<file path="src/dsg_regs.svh">
// Function
// - modes 1,2 pause ramp near stall level
// - mode 1 resumes at configured deceleration rate
// - mode 2 adapts, bounded by time/10
// - mode 0 no intervention; overvoltage raises fault
// - stall level 380 V or 760 V
// - high class: 760 V, 660 V below 400 V
// - mode 3 stall prevention with dynamic braking
// - mode codes 0-3, default 1; vector 0-2
// - vector control ignores deceleration stall mode
`ifndef DSG_REGS_SVH
`define DSG_REGS_SVH
`define DSG_OFF_CTRL 8'h00
`define DSG_OFF_VIN 8'h04
`define DSG_OFF_DTIME 8'h08
`define DSG_OFF_FREQ 8'h0c
`define DSG_OFF_STS 8'h10
`define DSG_OFF_MASK 8'h14
`define DSG_OFF_LIVE 8'h18
`define DSG_CTRL_RUN 0
`define DSG_CTRL_MODE_LO 1
`define DSG_CTRL_MODE_HI 2
`define DSG_CTRL_HV 3
`define DSG_CTRL_VEC 4
`define DSG_STS_STALL 0
`define DSG_STS_OV 1
`define DSG_STS_DONE 2
`define DSG_MODE_RST 2'h1
`define DSG_LVL_LO 11'h17c
`define DSG_LVL_HI 11'h2f8
`define DSG_LVL_HI_RED 11'h294
`define DSG_VIN_SPLIT 11'h190
`define DSG_VIN_RST 11'h190
`define DSG_ADAPT_DIV 16'h000a
`define DSG_RESP_OKAY 2'h0
`define DSG_RESP_SLVERR 2'h2
`endif

</file>
<file path="src/dsg_pkg.sv">
package dsg_pkg;
  typedef enum logic [3:0] {
    dsg_st_idle = 4'b0001,
    dsg_st_ramp = 4'b0010,
    dsg_st_pause = 4'b0100,
    dsg_st_done = 4'b1000
  } dsg_state_t;
  typedef enum logic [1:0] {
    dsg_m_off = 2'h0,
    dsg_m_gen = 2'h1,
    dsg_m_intel = 2'h2,
    dsg_m_brake = 2'h3
  } dsg_mode_t;
endpackage

</file>
<file path="src/dsg_top.sv">
`timescale 1ns/1ps
`include "dsg_regs.svh"
module dsg_top #(
  parameter logic [10:0] OV_LVL_LO = 11'h19a,
  parameter logic [10:0] OV_LVL_HI = 11'h334,
  parameter logic [15:0] DTIME_RST = 16'h03e8
) (
  input wire logic aclk,
  input wire logic aresetn,
  input wire logic [7:0] awaddr,
  input wire logic [2:0] awprot,
  input wire logic awvalid,
  output logic awready,
  input wire logic [31:0] wdata,
  input wire logic [3:0] wstrb,
  input wire logic wvalid,
  output logic wready,
  output logic [1:0] bresp,
  output logic bvalid,
  input wire logic bready,
  input wire logic [7:0] araddr,
  input wire logic [2:0] arprot,
  input wire logic arvalid,
  output logic arready,
  output logic [31:0] rdata,
  output logic [1:0] rresp,
  output logic rvalid,
  input wire logic rready,
  input wire logic [10:0] bus_volt,
  output logic [15:0] out_freq,
  output logic ramp_paused,
  output logic brake_en,
  output logic bus_overvoltage_fault,
  output logic irq
);
  function automatic logic [31:0] f_strb(input logic [31:0] old, input logic [31:0] nw,
                                          input logic [3:0] be);
    logic [31:0] r;
    r = old;
    for (int i = 0; i < 4; i++) begin
      if (be[i]) begin
        r[i*8 +: 8] = nw[i*8 +: 8];
      end
    end
    return r;
  endfunction

  function automatic logic [10:0] f_stall_lvl(input logic hv, input logic [10:0] vin);
    if (!hv) begin
      return `DSG_LVL_LO;
    end else if (vin >= `DSG_VIN_SPLIT) begin
      return `DSG_LVL_HI;
    end else begin
      return `DSG_LVL_HI_RED;
    end
  endfunction

  // bus write/read channel state
  logic aw_have_q, w_have_q, bvalid_q, rvalid_q;
  logic [7:0] waddr_q;
  logic [31:0] wdata_q, rdata_q;
  logic [3:0] wstrb_q;
  logic [1:0] bresp_q, rresp_q;
  // block registers
  logic [4:0] ctrl_q;
  logic [10:0] vin_q;
  logic [15:0] dtime_q, freq_q, per_q;
  logic [2:0] sts_q, mask_q;
  logic irq_q, fault_q, brake_q;
  logic [10:0] bus_m_q, bus_s_q;
  dsg_pkg::dsg_state_t st_q, st_d;

  assign awready = !aw_have_q && !bvalid_q;
  assign wready = !w_have_q && !bvalid_q;
  assign arready = !rvalid_q;
  assign bvalid = bvalid_q;
  assign bresp = bresp_q;
  assign rvalid = rvalid_q;
  assign rdata = rdata_q;
  assign rresp = rresp_q;

  wire wr_go = aw_have_q && w_have_q && !bvalid_q;
  wire rd_go = arvalid && arready;
  wire wr_ctrl = wr_go && waddr_q == `DSG_OFF_CTRL;
  wire wr_vin = wr_go && waddr_q == `DSG_OFF_VIN;
  wire wr_dtime = wr_go && waddr_q == `DSG_OFF_DTIME;
  wire wr_freq = wr_go && waddr_q == `DSG_OFF_FREQ;
  wire wr_mask = wr_go && waddr_q == `DSG_OFF_MASK;
  wire wr_ok = waddr_q == `DSG_OFF_CTRL || waddr_q == `DSG_OFF_VIN ||
               waddr_q == `DSG_OFF_DTIME || waddr_q == `DSG_OFF_FREQ ||
               waddr_q == `DSG_OFF_STS || waddr_q == `DSG_OFF_MASK ||
               waddr_q == `DSG_OFF_LIVE;
  wire rd_sts = rd_go && araddr == `DSG_OFF_STS;

  wire [31:0] wv_ctrl = f_strb({27'h0, ctrl_q}, wdata_q, wstrb_q);
  wire [31:0] wv_vin = f_strb({21'h0, vin_q}, wdata_q, wstrb_q);
  wire [31:0] wv_dtime = f_strb({16'h0, dtime_q}, wdata_q, wstrb_q);
  wire [31:0] wv_freq = f_strb({16'h0, freq_q}, wdata_q, wstrb_q);
  wire [31:0] wv_mask = f_strb({29'h0, mask_q}, wdata_q, wstrb_q);

  // parameters are only changed while stopped
  wire active = st_q == dsg_pkg::dsg_st_ramp || st_q == dsg_pkg::dsg_st_pause;
  wire run = ctrl_q[`DSG_CTRL_RUN];
  wire hv_class = ctrl_q[`DSG_CTRL_HV];
  wire vec_ctrl = ctrl_q[`DSG_CTRL_VEC];
  wire [1:0] sel_mode = ctrl_q[`DSG_CTRL_MODE_HI:`DSG_CTRL_MODE_LO];
  wire [1:0] new_mode = wv_ctrl[`DSG_CTRL_MODE_HI:`DSG_CTRL_MODE_LO];
  // mode 3 is out of range under vector control, so such a write keeps the old mode, or the default if the old one was 3
  wire mode_ok = !(wv_ctrl[`DSG_CTRL_VEC] && new_mode == dsg_pkg::dsg_m_brake);
  // an old mode 3 must not survive a switch to vector control
  wire [1:0] kept_mode = (sel_mode == dsg_pkg::dsg_m_brake) ? `DSG_MODE_RST : sel_mode;
  // vector control runs its own regulation, selection falls back to default
  wire [1:0] eff_mode = vec_ctrl ? `DSG_MODE_RST : sel_mode;

  wire [10:0] stall_lvl = f_stall_lvl(hv_class, vin_q);
  wire [10:0] ov_lvl = hv_class ? OV_LVL_HI : OV_LVL_LO;
  wire near = bus_s_q >= stall_lvl;
  wire ov_trip = bus_s_q >= ov_lvl;
  wire guard = eff_mode != dsg_pkg::dsg_m_off;
  wire [15:0] min_per_raw = dtime_q / `DSG_ADAPT_DIV;
  wire [15:0] min_per = (min_per_raw == 16'h0) ? 16'h1 : min_per_raw;
  wire ramp_en = st_q == dsg_pkg::dsg_st_ramp && !fault_q;
  wire step;

  dsg_ramp #(
    .PW(16)
  ) u_ramp (
    .aclk(aclk),
    .aresetn(aresetn),
    .clr(!active),
    .en(ramp_en),
    .period(per_q),
    .step(step)
  );

  always_comb begin
    st_d = st_q;
    unique case (st_q)
      dsg_pkg::dsg_st_idle: begin
        if (run && freq_q != 16'h0) begin
          st_d = dsg_pkg::dsg_st_ramp;
        end
      end
      dsg_pkg::dsg_st_ramp: begin
        if (!run) begin
          st_d = dsg_pkg::dsg_st_idle;
        end else if (freq_q == 16'h0) begin
          st_d = dsg_pkg::dsg_st_done;
        end else if (guard && near) begin
          st_d = dsg_pkg::dsg_st_pause;
        end
      end
      dsg_pkg::dsg_st_pause: begin
        // compared every cycle, so release follows the bus at once
        if (!run) begin
          st_d = dsg_pkg::dsg_st_idle;
        end else if (!guard || !near) begin
          st_d = dsg_pkg::dsg_st_ramp;
        end
      end
      dsg_pkg::dsg_st_done: begin
        if (!run) begin
          st_d = dsg_pkg::dsg_st_idle;
        end
      end
      default: st_d = dsg_pkg::dsg_st_idle;
    endcase
  end

  wire ev_stall = st_q == dsg_pkg::dsg_st_ramp && st_d == dsg_pkg::dsg_st_pause;
  // a stop write clears the fault; run gating keeps it from tripping again on the way out
  wire ev_ov = active && run && ov_trip && !fault_q;
  wire fault_clr = wr_ctrl && !wv_ctrl[`DSG_CTRL_RUN];
  wire ev_done = st_q == dsg_pkg::dsg_st_ramp && st_d == dsg_pkg::dsg_st_done;
  wire [2:0] sts_set = {ev_done, ev_ov, ev_stall};
  wire [31:0] live = {11'h0, stall_lvl, 3'h0, fault_q, eff_mode, st_q};

  logic [31:0] rd_mux;
  always_comb begin
    unique case (araddr)
      `DSG_OFF_CTRL: rd_mux = {27'h0, ctrl_q};
      `DSG_OFF_VIN: rd_mux = {21'h0, vin_q};
      `DSG_OFF_DTIME: rd_mux = {16'h0, dtime_q};
      `DSG_OFF_FREQ: rd_mux = {16'h0, freq_q};
      `DSG_OFF_STS: rd_mux = {29'h0, sts_q};
      `DSG_OFF_MASK: rd_mux = {29'h0, mask_q};
      `DSG_OFF_LIVE: rd_mux = live;
      default: rd_mux = 32'h0;
    endcase
  end
  wire rd_ok = araddr == `DSG_OFF_CTRL || araddr == `DSG_OFF_VIN ||
               araddr == `DSG_OFF_DTIME || araddr == `DSG_OFF_FREQ ||
               araddr == `DSG_OFF_STS || araddr == `DSG_OFF_MASK ||
               araddr == `DSG_OFF_LIVE;

  always_ff @(posedge aclk) begin
    if (!aresetn) begin
      aw_have_q <= 1'b0;
      w_have_q <= 1'b0;
      waddr_q <= 8'h0;
      wdata_q <= 32'h0;
      wstrb_q <= 4'h0;
      bvalid_q <= 1'b0;
      bresp_q <= `DSG_RESP_OKAY;
    end else begin
      if (awvalid && awready) begin
        aw_have_q <= 1'b1;
        waddr_q <= awaddr;
      end else if (wr_go) begin
        aw_have_q <= 1'b0;
      end
      if (wvalid && wready) begin
        w_have_q <= 1'b1;
        wdata_q <= wdata;
        wstrb_q <= wstrb;
      end else if (wr_go) begin
        w_have_q <= 1'b0;
      end
      if (wr_go) begin
        bvalid_q <= 1'b1;
        bresp_q <= wr_ok ? `DSG_RESP_OKAY : `DSG_RESP_SLVERR;
      end else if (bready) begin
        bvalid_q <= 1'b0;
      end
    end
  end

  always_ff @(posedge aclk) begin
    if (!aresetn) begin
      rvalid_q <= 1'b0;
      rdata_q <= 32'h0;
      rresp_q <= `DSG_RESP_OKAY;
    end else if (rd_go) begin
      rvalid_q <= 1'b1;
      rdata_q <= rd_mux;
      rresp_q <= rd_ok ? `DSG_RESP_OKAY : `DSG_RESP_SLVERR;
    end else if (rready) begin
      rvalid_q <= 1'b0;
    end
  end

  // bus voltage must move slowly against aclk; bits are synchronised one by one
  always_ff @(posedge aclk) begin
    if (!aresetn) begin
      bus_m_q <= 11'h0;
      bus_s_q <= 11'h0;
    end else begin
      bus_m_q <= bus_volt;
      bus_s_q <= bus_m_q;
    end
  end

  always_ff @(posedge aclk) begin
    if (!aresetn) begin
      ctrl_q <= {2'h0, `DSG_MODE_RST, 1'b0};
      vin_q <= `DSG_VIN_RST;
      dtime_q <= DTIME_RST;
      mask_q <= 3'h0;
    end else begin
      if (wr_ctrl) begin
        ctrl_q[`DSG_CTRL_RUN] <= wv_ctrl[`DSG_CTRL_RUN];
        if (!active) begin
          ctrl_q[`DSG_CTRL_HV] <= wv_ctrl[`DSG_CTRL_HV];
          ctrl_q[`DSG_CTRL_VEC] <= wv_ctrl[`DSG_CTRL_VEC];
          ctrl_q[`DSG_CTRL_MODE_HI:`DSG_CTRL_MODE_LO] <= mode_ok ? new_mode : kept_mode;
        end
      end
      if (wr_vin && !active) begin
        vin_q <= wv_vin[10:0];
      end
      if (wr_dtime && !active) begin
        dtime_q <= (wv_dtime[15:0] == 16'h0) ? 16'h1 : wv_dtime[15:0];
      end
      if (wr_mask) begin
        mask_q <= wv_mask[2:0];
      end
    end
  end

  always_ff @(posedge aclk) begin
    if (!aresetn) begin
      st_q <= dsg_pkg::dsg_st_idle;
      freq_q <= 16'h0;
      per_q <= 16'h1;
    end else begin
      st_q <= st_d;
      if (wr_freq && !active) begin
        freq_q <= wv_freq[15:0];
      end else if (step && freq_q != 16'h0) begin
        freq_q <= freq_q - 16'h1;
      end
      if (!active || eff_mode != dsg_pkg::dsg_m_intel || st_q == dsg_pkg::dsg_st_pause) begin
        per_q <= dtime_q;
      end else if (step && per_q > min_per) begin
        per_q <= per_q - 16'h1;
      end
    end
  end

  always_ff @(posedge aclk) begin
    if (!aresetn) begin
      fault_q <= 1'b0;
      brake_q <= 1'b0;
      sts_q <= 3'h0;
      irq_q <= 1'b0;
    end else begin
      if (ev_ov) begin
        fault_q <= 1'b1;
      end else if (fault_clr) begin
        fault_q <= 1'b0;
      end
      brake_q <= active && eff_mode == dsg_pkg::dsg_m_brake && near;
      // set wins over the read clear
      sts_q <= rd_sts ? sts_set : (sts_q | sts_set);
      irq_q <= |(sts_q & mask_q);
    end
  end

  assign out_freq = freq_q;
  assign ramp_paused = st_q == dsg_pkg::dsg_st_pause;
  assign brake_en = brake_q;
  assign bus_overvoltage_fault = fault_q;
  assign irq = irq_q;
endmodule

</file>
<file path="src/dsg_ramp.sv">
`timescale 1ns/1ps
module dsg_ramp #(
  parameter int PW = 16
) (
  input wire logic aclk,
  input wire logic aresetn,
  input wire logic clr,
  input wire logic en,
  input wire logic [PW-1:0] period,
  output logic step
);
  logic [PW-1:0] cnt_q;
  // count is kept while paused so the step phase survives a stall
  assign step = en && (cnt_q >= period - {{(PW-1){1'b0}}, 1'b1});

  always_ff @(posedge aclk) begin
    if (!aresetn || clr) begin
      cnt_q <= '0;
    end else if (step) begin
      cnt_q <= '0;
    end else if (en) begin
      cnt_q <= cnt_q + {{(PW-1){1'b0}}, 1'b1};
    end
  end
endmodule

</file>
<file path="config.mk">
export PLATFORM = sky130hd
export DESIGN_NAME = dsg_top
export DESIGN_NICKNAME = d
export VERILOG_FILES = /design/src/dsg_pkg.sv /design/src/dsg_top.sv /design/src/dsg_ramp.sv
export VERILOG_INCLUDE_DIRS = /design/src
export SDC_FILE = /design/constraint.sdc
export NUM_CORES = 1
export LEC_CHECK = 0
export ABC_CLOCK_PERIOD_IN_PS = 14700
export BUFFER_PORTS_ARGS = -buffer_cell sky130_fd_sc_hd__buf_2
export CORE_MARGIN = 8
export CORE_UTILIZATION = 50
export CTS_BUF_LIST = sky130_fd_sc_hd__clkbuf_4 sky130_fd_sc_hd__clkbuf_8 sky130_fd_sc_hd__clkbuf_16
export DETAILED_ROUTE_END_ITERATION = 8
export HOLD_SLACK_MARGIN = 0.02
export PLACE_DENSITY = 0.71
export SLEW_MARGIN = 20
export SYNTH_ARGS = -nofsm -noshare
export SYNTH_HDL_FRONTEND = slang
export SYNTH_SLANG_ARGS = --single-unit
</file>
<file path="constraint.sdc">
create_clock -name aclk -period 14.7 [get_ports aclk]
set_input_delay 2.205 -clock aclk [delete_from_list [all_inputs] [get_ports aclk]]
set_output_delay 2.205 -clock aclk [all_outputs]
set_load 0.05 [all_outputs]
</file>
==> qor.txt <==
Die height: 161 um
Rel. slew slack: 32.5%
CP Launch Type: register
Cell Area, Placed: 0.0109 sq mm
Synth unique cells: 103
Setup violators final: 0
WP data arrival: 8.56 ns
Pre-CTS setup slack: 6.70 ns
Share of layout cells above drive strength 1: 15.0%
Post-DRT Antenna Nets: 0
CTS tree: yes
Crit path required time: 15.05 ns
DR vias/cell: 5.99
Fmax: 122 MHz
Diode count: 0
Hold/Removal Path Class: register to register
Overall Global Routing Usage: 21.2%
Final #Nets: 1,438
Clock buffer depth: 2
Number of global-route vias before repair: 8,916
Power density cells: 86.1 mW/mm^2
IO buf count: 98
Post-CTS resize count: 0
Crit end category: register
Flops & latches, synth: 166
Design area: 0.0115 sq mm
EDFF count, synth: 0
Status: finished clean
DP HPWL: 20,100 um
Clk sink count: 166
Routability cong.: 0.910
Peak supply drop: 67.6 uV
Post-synthesis async set-or-reset flop share: 0%
Post-CTS Setup Repair Bufs: 0
Hold WS: 0.433 ns
RSZ-0062 raised after global routing: no
Initial Util: 50.4%
Slew @ Worst Pin: 1.00 ns
DIE AREA: 0.0258 sq mm
Crit path top cell by count: a21oi_1
Clk_lat worst skew: 0.44 ns
Post-route setup slack: 6.49 ns
DR WL/cell: 17.3 um
Vias: 9,621
Drt pass-1 iters: 5
Final clock period utilization by the worst path: 55.8%
Critical setup path kind: register to register
Ys flop type: dfxtp_1
# hold bufs at CTS: 0
Min Tclk post-route: 8.21 ns
Core Footprint: 0.0208 sq mm
First-pass GRT wire length: 45,600 um
Remaining Overflow, GRT: 0
Post-route DRC: 0
Num CTS Buffers: 17
# H-tree levels: 4
Slew Limit Fails: 0
WL final: 27,800 um
Slowest Stage Delay on Critical Path: 0.76 ns
CP Max Fanout: 16
CP max stage cell: o32ai_2
Final Non-Filler Cells: 1,606
Mean area per synthesized cell: 8.14 sq um
# IOs: 137
Seq/Total Area, Yosys: 31.8%
Sum Neg Setup Slack: 0 ns
Syn-to-layout area delta: 9.80%
Clock Skew: 0.0168 ns
Initial DRC count: 825
Pleak: 4.79 nW
Pin count of the biggest net entering global routing: 86
Die width: 161 um
Reg clk slew, reported paths: 0.07 ns
Initial antenna violation count: 0
Fin. Hold Viols: 0
Clock Tree Root: clkbuf_16
Placed cells: 1,574
Syn Std Cell Area: 0.0105 sq mm
Max-Cap Viols: 0
Cells after synthesis: 1,284
Site Rows: 53
Synth warn: 0
## path summary, 6_finish.rpt
kind | start | to | slack, ns | cells after the start
min reg2reg | bus_m_q[5] | bus_s_q[5] | 0.43 | 1
max reg2reg | dtime_q[14] | per_q[1] | 6.49 | 30
min | bus_m_q[5] | bus_s_q[5] | 0.43 | 1
max | dtime_q[14] | per_q[1] | 6.49 | 30
## metrics by stage
| stage | total power [mW] | util [%] |
|---|---|---|
| 5_1_grt | 1.02 | 55.3 |
| 4_1_cts | 0.995 | 55.3 |
| 2_1_floorplan | 0.536 | - |
| 3_5_place_dp | 0.556 | 52.5 |
| 3_3_place_gp | 0.555 | 52.5 |
| 6_report | 0.988 | 55.3 |
## critical path: cells and delay by family, from the launching register on
kind,cells,cell delay [ns]
buf+inv,3,0.42
flops,1,0.66
compound gates,18,4.37
xor+xnor,1,0.20
fa+ha+maj,2,0.50
simple gates,6,1.97
## cell families after synthesis
group           after synthesis  synth area share [%]
xor+xnor                     51                  4.34
simple gates                489                  23.2
fa+ha+maj                    48                  5.65
buf+inv                     138                  6.19
mux                          59                  6.29
compound gates              332                  22.6
flops                       166                  31.8
other cells                   1                0.0359
## layer usage
| metal | vias up | wire length, um | part of all wire, % | track usage, % |
|---|---|---|---|---|
| li1 | 4734 | - | - | - |
| met1 | 4534 | 12300 | 44 | 27.4 |
| met2 | 311 | 13100 | 47 | 34.2 |
| met3 | 42 | 1580 | 5.7 | 4.02 |
| met4 | 0 | 788 | 2.8 | 8.62 |
| met5 | - | 0 | 0 | 0 |
## state kept, by name, summed over array words and instances (netlist names), 4 cells and up
name          count
wdata_q          16
bus_m_q          11
vin_q            11
ctrl_q            5
u_ramp.cnt_q     16
per_q            16
st_q              4
bus_s_q          11
rdata            19
dtime_q          16
out_freq         16
waddr_q           8
## Yosys cell counts, types with 13 or more instances
cell | number | share of area [%]
nor4_1 | 34 | 2.0
buf_4 | 19 | 1.4
and2_1 | 27 | 1.6
a31oi_1 | 13 | 0.78
nand2_1 | 142 | 5.1
and3_1 | 15 | 0.90
dfxtp_1 | 166 | 32
nand2b_1 | 13 | 0.78
nor3_1 | 35 | 1.7
o21ai_0 | 58 | 2.8
nand3_1 | 31 | 1.5
a21o_1 | 19 | 1.4
xor2_1 | 25 | 2.1
a22oi_1 | 16 | 1.1
ha_1 | 44 | 5.3
a21oi_1 | 93 | 4.5
clkbuf_1 | 65 | 2.3
or3_1 | 19 | 1.1
mux2i_1 | 44 | 4.2
inv_1 | 31 | 1.1
nor2_1 | 118 | 4.2
xnor2_1 | 25 | 2.1
## layout by cell type, fill, tap and decap left out, types with 25 or more instances in the layout
master   instances
a21oi_1         93
and2_1          27
buf_2           98
dfxtp_1        166
ha_1            44
inv_1           30
mux2i_1         44
nand2_1        142
nand3_1         31
nor2_1         118
nor3_1          34
nor4_1          34
o21ai_0         58
xnor2_1         25
xor2_1          25
## layout make-up
class                      count  area, sq um
timing repair buffer         105          543
fill                        1982         9270
tap                          275          344
clock inverter                15          165
clock buffer                  17          425
multi-input combinational    993         6550
sequential                   166         3320
inverter                      35          136
## power breakdown
group	switching (mW)	leakage, nW	internal (mW)	total, mW
combinational	0.0489	3.16	0.0247	0.0736
clock	0.215	0.282	0.227	0.442
sequential	0.0128	1.35	0.460	0.472
total	0.277	4.79	0.711	0.988
No activity file was read; power rests on OpenSTA's default activity.
